<file path="config.mk">
export PLATFORM = sky130hd
export DESIGN_NAME = tcu_timer2
export DESIGN_NICKNAME = d
export VERILOG_FILES = /design/src/hw/tcu_pkg.sv /design/src/hw/tcu_sync.sv /design/src/hw/tcu_timer2.sv
export SDC_FILE = /design/constraint.sdc
export NUM_CORES = 1
export LEC_CHECK = 0
export ABC_CLOCK_PERIOD_IN_PS = 6590
export BUFFER_PORTS_ARGS = -buffer_cell sky130_fd_sc_hd__buf_2
export CELL_PAD_IN_SITES_DETAIL_PLACEMENT = 1
export CELL_PAD_IN_SITES_GLOBAL_PLACEMENT = 2
export CORE_UTILIZATION = 40
export CTS_BUF_LIST = sky130_fd_sc_hd__clkbuf_16
export DETAILED_ROUTE_END_ITERATION = 10
export GPL_ROUTABILITY_DRIVEN = 0
export PLACE_DENSITY = 0.89
export SYNTH_ARGS = -nofsm -noshare
export SYNTH_HDL_FRONTEND = slang
export SYNTH_SLANG_ARGS = --single-unit
</file>
<file path="constraint.sdc">
create_clock -name clk -period 6.59 [get_ports clk]
set_input_delay 1.977 -clock clk [delete_from_list [all_inputs] [get_ports clk]]
set_output_delay 1.977 -clock clk [all_outputs]
set_load 0.005 [all_outputs]
</file>
<file path="src/hw/tcu_pkg.sv">
// constants shared by the timer-two control unit and its testbench
// How it works
// The high overflow flag sets whenever the high byte wraps from FF to 00.
// In 16-bit mode the high flag sets when FFFF wraps to 0000, and on a capture.
// With the timer interrupt enabled, a set high flag requests an irq.
// Both overflow flags stay set until software writes them to zero.
// The low flag sets on every low byte wrap from FF to 00, in any mode.
// With low irq enable and timer irq enable, low wraps also request.
// Capture enable at one selects capture mode, at zero leaves it.
// Split select at one gives two 8-bit reload timers, else one 16-bit.
// Run control starts and stops the timer; in split only the high byte.
// Aux select picks count clock: 00/10 clk/12, 01 comp, 11 rtc/8.
// Aux select picks capture trigger: 00/01 rtc/8, 10/11 comparator.
// In split both bytes share the aux clock; each may pick system clock.
// Every auxiliary source is synchronised before count or capture use.
// Control sits at C8, is bit writable and resets to all zeros.
// A wrap reloads the counter, except a 16-bit wrap with capture on; in split each byte from its own reload.
// A capture trigger copies the counter into reload and sets high flag.
// A running byte steps once per selected tick; writes override it.
package tcu_pkg;
    // register byte addresses
    localparam logic [7:0] TCU_ADDR_CTL = 8'hC8;
    localparam logic [7:0] TCU_ADDR_RLL = 8'hCA;
    localparam logic [7:0] TCU_ADDR_RLH = 8'hCB;
    localparam logic [7:0] TCU_ADDR_CNL = 8'hCC;
    localparam logic [7:0] TCU_ADDR_CNH = 8'hCD;
    localparam logic [7:0] TCU_ADDR_CKS = 8'hCE;
    localparam logic [7:0] TCU_ADDR_STAT = 8'hC4;
    localparam logic [7:0] TCU_ADDR_MASK = 8'hC5;
    // control register fields
    localparam int TCU_CTL_HOF = 7;
    localparam int TCU_CTL_LOF = 6;
    localparam int TCU_CTL_LIE = 5;
    localparam int TCU_CTL_CAP = 4;
    localparam int TCU_CTL_SPLIT = 3;
    localparam int TCU_CTL_RUN = 2;
    localparam int TCU_CTL_AUX = 0;
    // clock select register fields
    localparam int TCU_CKS_LOW = 0;
    localparam int TCU_CKS_HIGH = 1;
    // status and mask fields
    localparam int TCU_EV_HIGH = 0;
    localparam int TCU_EV_LOW = 1;
    localparam int TCU_EV_CAP = 2;
    // reset values
    localparam logic [7:0] TCU_RST_BYTE = 8'h00;
    localparam logic [2:0] TCU_RST_EV = 3'h0;
    // aux select codes
    localparam logic [1:0] TCU_AUX_DIV12 = 2'h0;
    localparam logic [1:0] TCU_AUX_CMP = 2'h1;
    localparam logic [1:0] TCU_AUX_DIV12B = 2'h2;
    localparam logic [1:0] TCU_AUX_RTC = 2'h3;
    // timing counts
    localparam logic [3:0] TCU_DIV12_LAST = 4'hB;
    localparam logic [2:0] TCU_RTC8_LAST = 3'h7;
    localparam logic [7:0] TCU_BYTE_TOP = 8'hFF;
endpackage

</file>
<file path="src/hw/tcu_sync.sv">
// three-stage synchroniser with a rising edge pulse for one async input
`timescale 1ns/1ns
module tcu_sync
(
    input wire logic clk,
    input wire logic sys_rst,
    input wire logic asyncIn,
    output logic rise
);
    logic s1_r;
    logic s2_r;
    logic s3_r;
    logic level_r;
    wire agree = (s2_r == s3_r);
    wire levelNxt = agree ? s3_r : level_r;

    // first stage feeds only the second; level moves once 2 and 3 agree
    always_ff @(posedge clk)
    begin
        if (sys_rst)
        begin
            s1_r <= 1'b0;
            s2_r <= 1'b0;
            s3_r <= 1'b0;
            level_r <= 1'b0;
            rise <= 1'b0;
        end
        else
        begin
            s1_r <= asyncIn;
            s2_r <= s1_r;
            s3_r <= s2_r;
            level_r <= levelNxt;
            rise <= levelNxt & ~level_r;
        end
    end
endmodule

</file>
<file path="src/hw/tcu_timer2.sv">
// timer-two counter, reload, capture, control register and interrupt
`timescale 1ns/1ns
module tcu_timer2
    import tcu_pkg::*;
(
    input wire logic clk,
    input wire logic sys_rst,
    input wire logic [7:0] regAddr,
    input wire logic [7:0] regWdata,
    input wire logic regWr,
    input wire logic regRd,
    output logic [7:0] regRdata,
    input wire logic bitWr,
    input wire logic [2:0] bitSel,
    input wire logic bitVal,
    input wire logic cmpIn,
    input wire logic rtcIn,
    output logic irq
);
    logic [7:0] ctl_r;
    logic [7:0] ctl_nxt;
    logic [7:0] cntLo_r;
    logic [7:0] cntLo_nxt;
    logic [7:0] cntHi_r;
    logic [7:0] cntHi_nxt;
    logic [7:0] relLo_r;
    logic [7:0] relLo_nxt;
    logic [7:0] relHi_r;
    logic [7:0] relHi_nxt;
    logic [1:0] cks_r;
    logic [2:0] stat_r;
    logic [2:0] mask_r;
    logic [3:0] div12_r;
    logic [2:0] rtc8_r;
    logic setHigh;
    logic setLow;
    logic capHit;
    logic cmpRise;
    logic rtcRise;

    // slow sources cross into the system clock here
    tcu_sync uCmpSync
    (
        .clk(clk),
        .sys_rst(sys_rst),
        .asyncIn(cmpIn),
        .rise(cmpRise)
    );
    tcu_sync uRtcSync
    (
        .clk(clk),
        .sys_rst(sys_rst),
        .asyncIn(rtcIn),
        .rise(rtcRise)
    );

    // control fields
    wire highFlag = ctl_r[TCU_CTL_HOF];
    wire lowFlag = ctl_r[TCU_CTL_LOF];
    wire lowIrqEn = ctl_r[TCU_CTL_LIE];
    wire capEn = ctl_r[TCU_CTL_CAP];
    wire split = ctl_r[TCU_CTL_SPLIT];
    wire run = ctl_r[TCU_CTL_RUN];
    wire [1:0] auxSel = ctl_r[TCU_CTL_AUX +: 2];
    wire timerIrqEn = mask_r[TCU_EV_HIGH];

    // tick sources, all single cycle pulses on clk
    wire div12Tick = (div12_r == TCU_DIV12_LAST);
    wire rtc8Tick = rtcRise & (rtc8_r == TCU_RTC8_LAST);
    wire cmpTick = cmpRise;

    // aux clock mux; both reserved-looking codes give clk/12
    wire auxTick = (auxSel == TCU_AUX_CMP) ? cmpTick :
                   (auxSel == TCU_AUX_RTC) ? rtc8Tick :
                   div12Tick;
    // capture trigger follows the upper select bit only
    wire capTick = auxSel[1] ? cmpTick : rtc8Tick;

    // each byte picks undivided clock or the shared aux tick
    wire lowTick = cks_r[TCU_CKS_LOW] | auxTick;
    wire highTick = cks_r[TCU_CKS_HIGH] | auxTick;

    // address decode
    wire wrCtl = regWr & (regAddr == TCU_ADDR_CTL);
    wire wrRll = regWr & (regAddr == TCU_ADDR_RLL);
    wire wrRlh = regWr & (regAddr == TCU_ADDR_RLH);
    wire wrCnl = regWr & (regAddr == TCU_ADDR_CNL);
    wire wrCnh = regWr & (regAddr == TCU_ADDR_CNH);
    wire wrCks = regWr & (regAddr == TCU_ADDR_CKS);
    wire wrStat = regWr & (regAddr == TCU_ADDR_STAT);
    wire wrMask = regWr & (regAddr == TCU_ADDR_MASK);

    // single bit write into the control register
    wire [7:0] bitMask = 8'h01 << bitSel;
    wire [7:0] bitData = {7'h00, bitVal} << bitSel;
    wire [7:0] ctlSw = wrCtl ? regWdata :
                       bitWr ? ((ctl_r & ~bitMask) | bitData) :
                       ctl_r;

    // read mux, unmapped addresses answer zero
    wire [7:0] rdMux =
        (regAddr == TCU_ADDR_CTL) ? ctl_r :
        (regAddr == TCU_ADDR_RLL) ? relLo_r :
        (regAddr == TCU_ADDR_RLH) ? relHi_r :
        (regAddr == TCU_ADDR_CNL) ? cntLo_r :
        (regAddr == TCU_ADDR_CNH) ? cntHi_r :
        (regAddr == TCU_ADDR_CKS) ? {6'h00, cks_r} :
        (regAddr == TCU_ADDR_STAT) ? {5'h00, stat_r} :
        (regAddr == TCU_ADDR_MASK) ? {5'h00, mask_r} :
        TCU_RST_BYTE;

    // counting steps
    wire lowStep = split ? lowTick : (run & lowTick);
    wire highStep = split & run & highTick;
    wire lowWrap = lowStep & (cntLo_r == TCU_BYTE_TOP);
    wire fullWrap = ~split & lowWrap & (cntHi_r == TCU_BYTE_TOP);
    wire highWrapS = highStep & (cntHi_r == TCU_BYTE_TOP);

    // counter, reload and capture next values
    always_comb
    begin
        cntLo_nxt = cntLo_r;
        cntHi_nxt = cntHi_r;
        relLo_nxt = relLo_r;
        relHi_nxt = relHi_r;
        setHigh = 1'b0;
        setLow = 1'b0;
        capHit = capEn & capTick;
        if (split)
        begin
            // two independent 8-bit reload timers
            if (lowStep)
            begin
                cntLo_nxt = lowWrap ? relLo_r : cntLo_r + 8'h01;
            end
            if (highStep)
            begin
                cntHi_nxt = highWrapS ? relHi_r : cntHi_r + 8'h01;
            end
            setLow = lowWrap;
            setHigh = highWrapS;
        end
        else if (lowStep)
        begin
            // one 16-bit timer; capture mode wraps freely to keep the copy
            cntLo_nxt = cntLo_r + 8'h01;
            if (lowWrap)
            begin
                cntHi_nxt = cntHi_r + 8'h01;
            end
            if (fullWrap & ~capEn)
            begin
                cntLo_nxt = relLo_r;
                cntHi_nxt = relHi_r;
            end
            setLow = lowWrap;
            setHigh = fullWrap;
        end
        if (capHit)
        begin
            relLo_nxt = cntLo_r;
            relHi_nxt = cntHi_r;
            setHigh = 1'b1;
        end
        // software writes override hardware
        if (wrRll)
        begin
            relLo_nxt = regWdata;
        end
        if (wrRlh)
        begin
            relHi_nxt = regWdata;
        end
        if (wrCnl)
        begin
            cntLo_nxt = regWdata;
        end
        if (wrCnh)
        begin
            cntHi_nxt = regWdata;
        end
    end

    // flags: a set in the clearing cycle wins
    assign ctl_nxt = ctlSw | (8'({setHigh, setLow}) << TCU_CTL_LOF);

    wire [2:0] events = {capHit, setLow, setHigh};
    wire [2:0] statClr = wrStat ? regWdata[2:0] : TCU_RST_EV;
    wire [2:0] statNxt = (stat_r & ~statClr) | events;

    // level request; flags stay until software clears them
    wire irqNxt = (timerIrqEn & (highFlag | (lowIrqEn & lowFlag)))
                  | (|(stat_r & mask_r));

    // prescalers run off the system clock
    always_ff @(posedge clk)
    begin
        if (sys_rst)
        begin
            div12_r <= 4'h0;
            rtc8_r <= 3'h0;
        end
        else
        begin
            div12_r <= div12Tick ? 4'h0 : div12_r + 4'h1;
            rtc8_r <= rtcRise ? rtc8_r + 3'h1 : rtc8_r;
        end
    end

    // register file
    always_ff @(posedge clk)
    begin
        if (sys_rst)
        begin
            ctl_r <= TCU_RST_BYTE;
            cntLo_r <= TCU_RST_BYTE;
            cntHi_r <= TCU_RST_BYTE;
            relLo_r <= TCU_RST_BYTE;
            relHi_r <= TCU_RST_BYTE;
            cks_r <= 2'h0;
            stat_r <= TCU_RST_EV;
            mask_r <= TCU_RST_EV;
        end
        else
        begin
            ctl_r <= ctl_nxt;
            cntLo_r <= cntLo_nxt;
            cntHi_r <= cntHi_nxt;
            relLo_r <= relLo_nxt;
            relHi_r <= relHi_nxt;
            cks_r <= wrCks ? regWdata[1:0] : cks_r;
            stat_r <= statNxt;
            mask_r <= wrMask ? regWdata[2:0] : mask_r;
        end
    end

    // bus answer and interrupt, both straight from flops
    always_ff @(posedge clk)
    begin
        if (sys_rst)
        begin
            regRdata <= TCU_RST_BYTE;
            irq <= 1'b0;
        end
        else
        begin
            regRdata <= regRd ? rdMux : TCU_RST_BYTE;
            irq <= irqNxt;
        end
    end
endmodule

</file>
# Word-level counts from Yosys, hierarchy flattened
# Index checks and enable logic that the tools add are counted.
word_totals:
  register_bits: 74
  latchBits: 0
  ram_bits: 0
  mem_bits_ro: 0
  inputBits: 27
  output_inout_bits: 9
  elab_cells: 132
  mem_count: 0
classes:
  addsub: 4
  n_mul: 0
  div_mod_pow: 0
  magnitude_cmp: 0
  eq_ne: 17
  shift: 2
  muxes: 39
  bitwise: 39
  reduce_logical: 9
op_table:
  columns: ["cell", "n"]
  rows:
  - ["2-to-1 mux 8 bit", 24]
  - ["equality test 8 bit (second input constant)", 10]
  - ["AND 1 bit", 22]
  - ["adder 8 x 1 -> 8 bit (second input constant)", 2]
  - ["bitwise OR 8 bit", 2]
  - ["2-to-1 mux 3 bit", 4]
  - ["2-to-1 mux 1 bit", 11]
  - ["AND 8 bit", 1]
  - ["NOT 8 bit", 1]
  - ["left shift 1 x 3 -> 8 bit", 1]
  - ["left shift 1 x 3 -> 8 bit (first input constant)", 1]
  - ["AND 3 bit", 2]
  - ["nonzero test 2 bit", 3]
  - ["NOT 1 bit", 5]
  - ["adder 4 x 1 -> 4 bit (second input constant)", 1]
  - ["equality test 4 bit (second input constant)", 1]
  - ["bitwise OR 1 bit", 4]
  - ["nonzero test 4 bit", 1]
  - ["OR reduction 2 bit", 2]
  - ["adder 3 x 1 -> 3 bit (second input constant)", 1]
  - ["equality test 3 bit (second input constant)", 1]
  - ["!= test 3 x 1 -> 1 bit (second input constant)", 1]
  - ["NOT 3 bit", 1]
  - ["bitwise OR 3 bit", 1]
  - ["other kinds (6)", 7]

# Logic depth before layout (Yosys ltp)
# Gate-level depths: netlist (run 1).
logic_depth:
  word_depth: 15
  ltp_mapped: 9
  mapped_depth_nobuf: 8

# Cells and area by module
# A second synthesis (run 1) with hierarchy kept.
unflattened:
  hier_cells: 501
  area_unflattened_um2: 4073.9
by_module_without_submodules:
  columns: ["module", "n_inst", "cells_each", "area_each_um2", "seq_area_each_um2"]
  rows:
  - ["tcu_timer2", 1, 477, 3776.1, 1281.2]
  - ["tcu_sync", 2, 12, 148.9, 100.1]

# Worst setup path after synthesis (run 1)
# No wires, ideal clock.
synth_path:
  path_type: "input-to-reg"
  startpoint: "input port regAddr[4]"
  endpoint: "register relHi_r[5]"
  setup_time_ps: 145
  arrival_ps: 3312
  required_ps: 6445
  slack_ps: 3133
  path_stages: 7
  n_path_buf: 1
  cell_sequence: "and4bb_2 -> nand2_2 -> nor3b_4 -> nand3_2 -> buf_2 -> nor2_1 -> a211oi_2"
synth_via:
  elab_chain_cells: 3
  word_cells_on_any_way: 4
  cone_classes: "eq/ne (1); mux (1); bitwise (1); reduce/logical (1)"
synth_rtl:
  columns: ["element", "line_no", "text"]
  rows:
  - ["start, declared", "tcu_timer2.sv:8", "input wire logic [7:0] regAddr,"]
  - ["equality test 8 bit *", "tcu_timer2.sv:86", "wire wrRlh = regWr & (regAddr == TCU_ADDR_RLH);"]
  - ["AND 1 bit *", "tcu_timer2.sv:86", null]
  - ["2-to-1 mux 8 bit or nonzero test 2 bit (tied branches)", null, null]
  - ["end signal, assigned", "tcu_timer2.sv:230", "relHi_r <= relHi_nxt;"]
  - ["end, declared", "tcu_timer2.sv:28", "logic [7:0] relHi_r;"]
# Mark *: on every way between the ends. The rest lies on a longest branch, timed or not.
# A chain may end at the register's enable or synchronous reset.

# Worst setup path in the final report (run 1)
layout_path:
  startpoint: "input port regAddr[4]"
  endpoint: "register ctl_r[7]"
layout_via:
  elab_chain_cells: 4
layout_rtl:
  columns: ["element", "line_no", "text"]
  rows:
  - ["equality test 8 bit", "tcu_timer2.sv:84", "wire wrCtl = regWr & (regAddr == TCU_ADDR_CTL);"]
  - ["AND 1 bit", "tcu_timer2.sv:84", null]
  - ["2-to-1 mux 8 bit", "tcu_timer2.sv:96", "wire [7:0] ctlSw = wrCtl ? regWdata :"]
  - ["bitwise OR 8 bit", "tcu_timer2.sv:185", "assign ctl_nxt = ctlSw | (8'({setHigh, setLow}) << TCU_CTL_LOF);"]
  - ["end signal, assigned", "tcu_timer2.sv:226", "ctl_r <= ctl_nxt;"]
  - ["end, declared", "tcu_timer2.sv:20", "logic [7:0] ctl_r;"]
# Every way passes these cells.

==> results.sh, run 1 <==
export IMPL_cts_tree="done"
export IMPL_yosysSeqAreaShare=0.348
export IMPL_r2r_slack_ps=4190
export IMPL_synth_seq_cells=74
export IMPL_synth_ff_type="dfxtp_1"
export IMPL_firstDrtPassIters=5
export IMPL_critPathCaptureType="flip-flop"
export IMPL_numPortBuffers=35
export IMPL_cts_reportedPaths_clkPinSlew_ps=60
export IMPL_worst_ep_arrival_time_ps=4060
export IMPL_crit_family="simple AND/OR/NAND/NOR gates"
export IMPL_fmax_mhz=258
export IMPL_synth_cell_type_count=67
export IMPL_wl_mm=13.2
export IMPL_p_per_area_nw_per_um2=201
export IMPL_setup_viol=0
export IMPL_slew_violations=0
export IMPL_grt_pass1_vias=4088
export IMPL_post_cts_buffers=0
export IMPL_synth_enable_flop_cells=0
export IMPL_vias=3883
export IMPL_start_kind="input port"
export IMPL_netlist_area_um2=4250
export IMPL_ys_warn_count=0
export IMPL_ctsHoldBuffers=0
export IMPL_drc=0
export IMPL_path_cells="buf_2 -> nand4bb_1 -> nor3_2 -> and3_1 -> nand2_2 -> mux2i_1 -> a21oi_1"
export IMPL_rsz0062_at_grt="no"
export IMPL_crit_fanout=14
export IMPL_nets=530
export IMPL_fin_util=0.460
export IMPL_crit_type="input port to flip-flop"
export IMPL_hold_viol=0
export IMPL_worst_pin_slew_ps=1030
export IMPL_wl_per_cell_um=20.7
export IMPL_viasPerCell=6.08
export IMPL_place_hpwl_mm=9.50
export IMPL_fin_crit_sh=0.587
export IMPL_clk_latency_ps=340
export IMPL_final_common_cell="dfxtp_1"
export IMPL_postPlaceCellArea_um2=4480
export IMPL_diodes=0
export IMPL_cts_buffer_depth=2
export IMPL_die_w_um=105
export IMPL_async_flop_share=0
export IMPL_grt_overflow=0
export IMPL_rows=37
export IMPL_grt_total_usage=0.255
export IMPL_cts_resized=0
export IMPL_layout_common_cells="74 x dfxtp_1, 51 x nor2_1, 40 x nand2_1, 37 x mux2i_1, 35 x buf_2"
export IMPL_avgSynthCellArea_um2=8.88
export IMPL_maxCapViolations=0
export IMPL_dieArea_um2=11000
export IMPL_cts_max_level=3
export IMPL_area_growth_pct=11.6
export IMPL_p_leak_nw=1.86
export IMPL_detail_route_antenna_nets=0
export IMPL_grt_start_max_net_pins=37
export IMPL_cts_sinks=74
export IMPL_slowest_delay_ps=510
export IMPL_finalSetupTns_ps=0
export IMPL_relSlewSlack=0.314
export IMPL_drt_iter0_drc=231
export IMPL_grt_pass1_wl_mm=21.7
export IMPL_dieHeight_um=105
export IMPL_io_pins=36
export IMPL_worst_path_buf_inv=1
export IMPL_core_um2=10300
export IMPL_synthCells=479
export IMPL_drive_gt1_frac=0.199
export IMPL_ir_drop_mv=0.0929
export IMPL_cts_buffers=9
export IMPL_crit_slowest_cell="nor3_2"
export IMPL_outcome="finished clean"
export IMPL_initial_core_util=0.412
export IMPL_antenna_found_initial=0
export IMPL_period_needed_ps=3870
export IMPL_final_area_um2=4740
export IMPL_holdCritPathClass="flip-flop to flip-flop"
export IMPL_synth_nets=511
export IMPL_root_buffer="clkbuf_16"
export IMPL_finClkSkew_ps=9.18
export IMPL_critPathRequiredTime_ps=6790
per-layer routing:
| metal | GRT usage | vias to the layer above | part of all wire |
|---|---|---|---|
| met5 | 0 | - | 0 |
| li1 | - | 1826 | - |
| met4 | 0.117 | 0 | 0.026 |
| met3 | 0.0430 | 27 | 0.045 |
| met1 | 0.323 | 1909 | 0.45 |
| met2 | 0.421 | 121 | 0.47 |
synthesized netlist by cell type, drive strengths merged, types with 3 or more instances:
cell type,count,share of area
xnor2,6,0.012
and3,13,0.019
ha,5,0.015
a222oi,6,0.014
or2,3,0.0044
a31oi,5,0.0074
clkbuf,16,0.014
nand4b,3,0.0062
nor3b,5,0.011
o2111a,3,0.0079
o22ai,3,0.0044
mux2i,37,0.087
nor2,51,0.045
or3,5,0.0074
nand4,7,0.010
a311oi,3,0.0062
o2111ai,5,0.010
buf,12,0.015
nand2b,3,0.0062
o21ai,16,0.019
dfxtp,74,0.35
and4,3,0.0062
nand3,20,0.027
xor2,4,0.0082
nor3,12,0.018
a21oi,27,0.032
inv,13,0.011
nor2b,12,0.018
a211oi,26,0.072
nand2,42,0.038
a32oi,3,0.011
mux2,6,0.016
where the power goes:
part	internal [mW]	total, mW	switching (mW)	leakage, nW
Clock	0.250	0.441	0.191	0.130
Combinational	0.0181	0.0569	0.0387	1.14
Sequential	0.452	0.457	0.00495	0.598
worst reg2reg max path, delay by kind of cell, from the launching register on:
family / cells / cell delay (ps)
flip-flops: 1 / 350
adder cells (fa/ha/maj): 2 / 380
AND/OR/NAND/NOR: 2 / 630
AO/OA/AOI/OAI: 4 / 900
registers in the layout, summed over array words and instances, names as in the netlist, 4 cells and up:
| name | count |
|---|---|
| cntHi_r | 8 |
| cntLo_r | 8 |
| ctl_r | 8 |
| regRdata | 8 |
| relHi_r | 8 |
| relLo_r | 8 |
| div12_r | 4 |
worst paths after layout:
kind	startpoint	to	cells past startpoint
setup / recovery	regAddr[4]	ctl_r[7]	7
hold / removal	uRtcSync.level_r	uRtcSync.rise	1
setup reg to reg	rtc8_r[0]	cntLo_r[6]	8
hold reg to reg	uRtcSync.level_r	uRtcSync.rise	1
layout make-up:
cell class	count	area, um^2
Fill cell	1250	5580
Multi-Input combinational cell	364	2600
Sequential cell	74	1480
Clock buffer	9	225
Timing Repair Buffer	36	183
Tap cell	136	170
Inverter	13	48.8
Clock inverter	7	37.5
logic make-up (layout without fill, tap and decap cells):
| kind of cell | count (synthesis) | count (layout) | share of synthesized area |
|---|---|---|---|
| AO/OA/AOI/OAI | 117 | 117 | 0.229 |
| XOR/XNOR | 10 | 10 | 0.0206 |
| adder cells (fa/ha/maj) | 5 | 5 | 0.0147 |
| buffers and inverters | 41 | 65 | 0.0406 |
| flip-flops | 74 | 74 | 0.348 |
| multiplexers | 43 | 43 | 0.103 |
| AND/OR/NAND/NOR | 189 | 189 | 0.243 |
per-stage QoR:
| stage | worst slack [ps] | hold slack, ps | power [mW] | std cells |
|---|---|---|---|---|
| 5_1_grt | 2570 | 446 | 0.992 | 639 |
| 2_1_floorplan | 3130 | 390 | 0.496 | 479 |
| 6_report | 2720 | 417 | 0.955 | 639 |
| 3_3_place_gp | 2510 | 399 | 0.522 | 623 |
| 4_1_cts | 2770 | 420 | 0.965 | 639 |
| 3_5_place_dp | 2430 | 411 | 0.523 | 623 |
Note: power is estimated with default switching activity, not from simulation.
==> inputs of run 2 (changes only) <==
Settings changed: ABC_AREA set to 1, ABC_CLOCK_PERIOD_IN_PS 6590 to 3800, CORE_UTILIZATION 40 to 33, PLACE_DENSITY 0.89 to 0.83.
Clock period 6.59 ns to 3.8 ns, I/O delays scaled along.
==> run 2 against run 1 <==
  * Sequential power increased by 73%
  * Power increased by 91%
  * Critical endpoint is now cntLo_r[3]
  * Worst setup slack got worse by 1700 ps
  * Critical path type is now flip-flop to flip-flop
  * Global-route usage increased by 0.74 points
  * Non-clock buffer count increased by 3
  * Worst hold slack got worse by 12 ps
  * Synthesized cell count increased by 35%
  * Cell area increased by 4.1%
  * Register-to-register slack got worse by 3200 ps
  * Area after synthesis increased by 1.6%
  * Clock power increased by 110%
==> results.sh, run 2 <==
export IMPL_ir_drop_mv=0.351
export IMPL_maxCapViolations=0
export IMPL_slew_violations=0
export IMPL_synth_ff_type="dfxtp_1"
export IMPL_synth_nets=681
export IMPL_layout_common_cells="157 x nand2_1, 84 x inv_1, 74 x dfxtp_1, 52 x a21oi_1, 50 x nand3_1"
export IMPL_crit_type="flip-flop to flip-flop"
export IMPL_place_hpwl_mm=12.1
export IMPL_antenna_found_initial=0
export IMPL_drive_gt1_frac=0.138
export IMPL_p_comb_frac=0.057
export IMPL_grt_pass1_vias=4625
export IMPL_cts_buffers=9
export IMPL_period_needed_ps=2770
export IMPL_p_per_area_nw_per_um2=369
export IMPL_p_int_mw=1.39
export IMPL_wl_met2_mm=7.53
export IMPL_ys_warn_count=0
export IMPL_vias=4583
export IMPL_synth_cell_type_count=41
export IMPL_dieArea_um2=13600
export IMPL_r2r_slack_ps=1030
export IMPL_fin_crit_sh=0.730
export IMPL_synthCells=649
export IMPL_hold_viol=0
export IMPL_synth_area_top_cells="dfxtp_1 34%, nand2_1 14%, inv_1 7.3%"
export IMPL_finClkSkew_ps=11.0
export IMPL_relSlewSlack=0.341
export IMPL_fin_total_pwr_mw=1.82
export IMPL_nets=710
export IMPL_path_cells="ha_1 -> nand3_2 -> nor2_2 -> nand4_1 -> nor2_1 -> nand3_1 -> nand3_1 -> nand2_1 -> nand2_1 -> a21oi_2"
export IMPL_worst_ep_arrival_time_ps=2990
export IMPL_post_cts_buffers=0
export IMPL_viasPerCell=5.37
export IMPL_yosysSeqAreaShare=0.343
export IMPL_start_kind="flip-flop"
export IMPL_wl_mm=16.2
export IMPL_area_growth_pct=14.3
export IMPL_cts_resized=0
export IMPL_cts_sinks=74
export IMPL_yosysMostFrequentCell="nand2_1"
export IMPL_dr_wl_met3_um=628
export IMPL_dr_max_layer_used="met4"
export IMPL_fin_util=0.390
export IMPL_rsz0062_at_grt="no"
export IMPL_pwr_share_seq=0.435
export IMPL_synth_top_area_share=0.343
export IMPL_cts_buffer_depth=2
export IMPL_dieHeight_um=116
export IMPL_drc=0
export IMPL_outcome="finished clean"
export IMPL_numPortBuffers=35
export IMPL_firstDrtPassIters=5
export IMPL_p_leak_nw=2.07
export IMPL_crit_fanout=11
export IMPL_grt_pass1_wl_mm=26.1
export IMPL_pwr_share_clk=0.509
export IMPL_synth_commonest_cells="157 x nand2_1, 84 x inv_1, 74 x dfxtp_1"
export IMPL_fmax_mhz=361
export IMPL_p_sw_frac=0.239
export IMPL_grt_overflow=0
export IMPL_critPathRequiredTime_ps=4020
export IMPL_detail_route_antenna_nets=0
export IMPL_core_um2=12700
export IMPL_clk_latency_ps=350
export IMPL_wl_per_cell_um=19.0
export IMPL_yosysTopAreaCell="dfxtp_1"
export IMPL_worst_pin_slew_ps=985
export IMPL_placed_cells=839
export IMPL_grt_start_max_net_pins=39
export IMPL_slowest_delay_ps=780
export IMPL_critPathCaptureType="flip-flop"
export IMPL_grt_total_usage=0.262
export IMPL_initial_core_util=0.341
export IMPL_cts_max_level=3
export IMPL_wl_met1_mm=7.53
export IMPL_die_w_um=116
export IMPL_stdcell_count=854
export IMPL_drt_iter0_drc=329
export IMPL_cts_tree="done"
export IMPL_holdCritPathClass="flip-flop to flip-flop"
export IMPL_setup_viol=0
export IMPL_cts_reportedPaths_clkPinSlew_ps=70
export IMPL_switchingPower_uw=436
export IMPL_async_flop_share=0
export IMPL_diodes=0
export IMPL_final_common_cell="nand2_1"
export IMPL_netlist_area_um2=4320
export IMPL_fillers=1667
export IMPL_synth_enable_flop_cells=0
export IMPL_ctsHoldBuffers=0
export IMPL_finalSetupTns_ps=0
export IMPL_avgSynthCellArea_um2=6.66
export IMPL_root_buffer="clkbuf_16"
export IMPL_rows=41
export IMPL_io_pins=36
export IMPL_synth_seq_cells=74
export IMPL_crit_slowest_cell="nor2_1"
==> run 2: changes by cell type after synthesis, moves of 22 or more <==
cell and delta:
mux2i_1 -37, a21oi_1 +25, a211oi_2 -22, nand3_1 +33
inv_1 +72, o21ai_0 +33, nand2_1 +117
==> run 2: area by class of cell <==
cell class                 count  area [um^2]  share of cell area
sequential                    74         1480               0.300
multi-input combinational    462         2370               0.481
inverter                      92          345              0.0699
tap                          172          215              0.0436
timing repair buffer          39          205              0.0415
clock inverter                 6         92.6              0.0187
clock buffer                   9          225              0.0456
==> run 2: kinds of logic (layout without fill, tap and decap cells) <==
family,Yosys count,count (layout),synth area share
AO/OA/AOI/OAI,156,156,0.203
XOR/XNOR,14,14,0.0284
adder cells (fa/ha/maj),5,5,0.0145
buffers and inverters,113,146,0.108
flip-flops,74,74,0.343
AND/OR/NAND/NOR,287,287,0.303
==> run 2: power by group through the flow <==
stage                     Clock [mW]  Sequential [mW]  Combinational, mW
after floorplan                    0            0.806             0.0532
after global placement             0            0.809             0.0998
after detailed placement           0            0.809              0.102
after CTS                      0.942            0.792              0.103
after global routing           0.980            0.793              0.113
final                          0.927            0.792              0.103
==> run 2: worst paths after layout <==
path,depth (start not counted),endpoint,startpoint
setup / recovery,10,cntLo_r[3],cntLo_r[0]
hold / removal,2,uCmpSync.s2_r,uCmpSync.s1_r
setup reg to reg,10,cntLo_r[3],cntLo_r[0]
hold reg to reg,2,uCmpSync.s2_r,uCmpSync.s1_r
==> run 2: stage by stage <==
| stage | setup WS (ps) | hold slack (ps) | area [um^2] |
|---|---|---|---|
| after floorplan | 1350 | 388 | 4320 |
| after detailed placement | 759 | 404 | 4620 |
| final | 1030 | 405 | 4940 |
| after global routing | 844 | 414 | 4940 |
| after CTS | 1030 | 412 | 4940 |
| after global placement | 888 | 400 | 4620 |
==> run 2: per-layer routing <==
| layer | global-route usage | vias up |
|---|---|---|
| met4 | 0.109 | 0 |
| li1 | - | 2193 |
| met5 | 0 | - |
| met1 | 0.336 | 2236 |
| met2 | 0.426 | 115 |
| met3 | 0.0545 | 39 |
==> run 2: critical path: cells and delay by family, from the launching register on <==
kind	cells	cell delay, ps
AO/OA/AOI/OAI	1	50
adder cells (fa/ha/maj)	1	280
flip-flops	1	570
AND/OR/NAND/NOR	8	1750
==> inputs of run 3 (changes only) <==
Settings changed: ABC_CLOCK_PERIOD_IN_PS 3800 to 2400, CORE_UTILIZATION 33 to 30, PLACE_DENSITY 0.83 to 0.8.
Clock period 3.8 ns to 2.4 ns, I/O delays scaled along.
==> run 3 against run 2 <==
  * Sequential share of layout area is 1.2 points lower
  * Routed wire length is 0.62% lower
  * Critical path depth is 3 higher
  * Via count is 0.17% lower
  * Cell area is 4.1% higher
  * Clock skew hardly changed
  * Global-route usage is 3.0 points lower
  * Count of clock-buffer cells in the layout stayed put
==> results.sh, run 3 (synthesis results as in run 2) <==
export IMPL_outcome="finished clean"
export IMPL_area_growth_pct=19.0
export IMPL_hold_viol=0
export IMPL_drt_iter0_drc=223
export IMPL_pwr_share_clk=0.483
export IMPL_grt_pass1_vias=4618
export IMPL_grt_start_max_net_pins=39
export IMPL_p_per_area_nw_per_um2=532
export IMPL_fillers=1816
export IMPL_relSlewSlack=0.657
export IMPL_ctsHoldBuffers=0
export IMPL_fin_total_pwr_mw=2.74
export IMPL_critPathCaptureType="flip-flop"
export IMPL_place_hpwl_mm=12.5
export IMPL_wl_per_cell_um=18.1
export IMPL_core_um2=14000
export IMPL_pwr_share_seq=0.457
export IMPL_wl_met1_mm=7.46
export IMPL_diodes=0
export IMPL_p_leak_nw=2.20
export IMPL_holdCritPathClass="flip-flop to flip-flop"
export IMPL_cts_tree="done"
export IMPL_dr_wl_met3_um=685
export IMPL_dieArea_um2=14900
export IMPL_grt_total_usage=0.232
export IMPL_root_buffer="clkbuf_16"
export IMPL_final_common_cell="nand2_1"
export IMPL_firstDrtPassIters=4
export IMPL_hold_ws_ps=415
export IMPL_drc=0
export IMPL_nets=739
export IMPL_layout_common_cells="155 x nand2_1, 84 x inv_1, 74 x dfxtp_1, 52 x a21oi_1, 50 x nand3_1"
export IMPL_worst_pin_slew_ps=514
export IMPL_critPathRequiredTime_ps=2660
export IMPL_p_sw_frac=0.267
export IMPL_antenna_found_initial=0
export IMPL_cts_max_level=3
export IMPL_maxCapViolations=0
export IMPL_cts_sinks=74
export IMPL_wl_met2_mm=7.56
export IMPL_setup_viol=0
export IMPL_p_comb_frac=0.059
export IMPL_numPortBuffers=35
export IMPL_worst_ep_arrival_time_ps=2500
export IMPL_wl_mm=16.1
export IMPL_initial_core_util=0.309
export IMPL_ir_drop_mv=0.372
export IMPL_p_int_mw=2.01
export IMPL_clk_latency_ps=360
export IMPL_dieHeight_um=122
export IMPL_start_kind="flip-flop"
export IMPL_cts_reportedPaths_clkPinSlew_ps=70
export IMPL_crit_type="flip-flop to flip-flop"
export IMPL_io_pins=36
export IMPL_finalSetupTns_ps=0
export IMPL_slew_violations=0
export IMPL_vias=4575
export IMPL_finClkSkew_ps=10.7
export IMPL_final_area_um2=5140
export IMPL_period_needed_ps=2240
export IMPL_fmax_mhz=446
export IMPL_detail_route_antenna_nets=0
export IMPL_grt_pass1_wl_mm=25.5
export IMPL_rsz0062_at_grt="no"
export IMPL_r2r_slack_ps=160
export IMPL_die_w_um=122
export IMPL_postPlaceCellArea_um2=4850
export IMPL_switchingPower_uw=732
export IMPL_fin_crit_sh=0.935
export IMPL_crit_fanout=5
export IMPL_grt_overflow=0
export IMPL_cts_buffer_depth=2
export IMPL_viasPerCell=5.13
export IMPL_cts_buffers=9
export IMPL_rows=43
export IMPL_dr_max_layer_used="met4"
export IMPL_drive_gt1_frac=0.177
[run 3: cell count changes in the layout (fill, tap and decap cells not counted), sizes merged]
cell    delta
bufinv     -2
clkinv     -1
inv        +4
buf       +29
[run 3: layer usage]
layer  vias to the layer above  global-route usage
met3                        28              0.0506
met5                         -                   0
li1                       2253                   -
met1                      2183               0.299
met2                       111               0.379
met4                         0              0.0772
[run 3: repair_timing]
action / 4_1_cts / 5_1_grt
setup buffers: 0 / 0
gates resized for setup: 0 / 3
setup endpoints to repair: 0 / 4
[run 3: power groups by stage]
stage | logic, mW | clock network [mW] | registers, mW
after global routing | 0.180 | 1.40 | 1.25
after floorplan | 0.0843 | 0 | 1.28
final | 0.163 | 1.32 | 1.25
after CTS | 0.164 | 1.35 | 1.25
after global placement | 0.158 | 0 | 1.28
after detailed placement | 0.164 | 0 | 1.28
[run 3: critical path, cell delays in order, from the launching register on]
cell and delay [ps]:
dfxtp_1 320, ha_1 200, ha_1 190, nand3_1 80, nand3_1 130, nand2_1 170
nand2_1 120, nand4_1 130, nor2_1 80, buf_4 170, nor3_1 320, nand3_1 120
nand2_1 80, inv_1 40
[run 3: cell type report]
| type | count | area (um^2) | area share |
|---|---|---|---|
| Clock inverter | 7 | 58.8 | 0.0114 |
| Tap cell | 180 | 225 | 0.0438 |
| Multi-Input combinational cell | 462 | 2380 | 0.464 |
| Inverter | 92 | 345 | 0.0671 |
| Clock buffer | 9 | 225 | 0.0438 |
| Timing Repair Buffer | 68 | 423 | 0.0822 |
| Sequential cell | 74 | 1480 | 0.288 |
[run 3: worst paths after layout]
check,endpoint,cells past startpoint,start
setup / recovery,ctl_r[7],13,rtc8_r[0]
hold reg to reg,uRtcSync.s2_r,2,uRtcSync.s1_r
hold / removal,uRtcSync.s2_r,2,uRtcSync.s1_r
setup reg to reg,ctl_r[7],13,rtc8_r[0]
[run 3: per-stage QoR]
stage                     std cells   util  setup WS [ps]
final                           892  0.368            156
after global routing            892  0.368           15.5
after CTS                       892  0.367            184
after detailed placement        876  0.347          -8.40
after global placement          876  0.347           54.3
after floorplan                 649      -            374
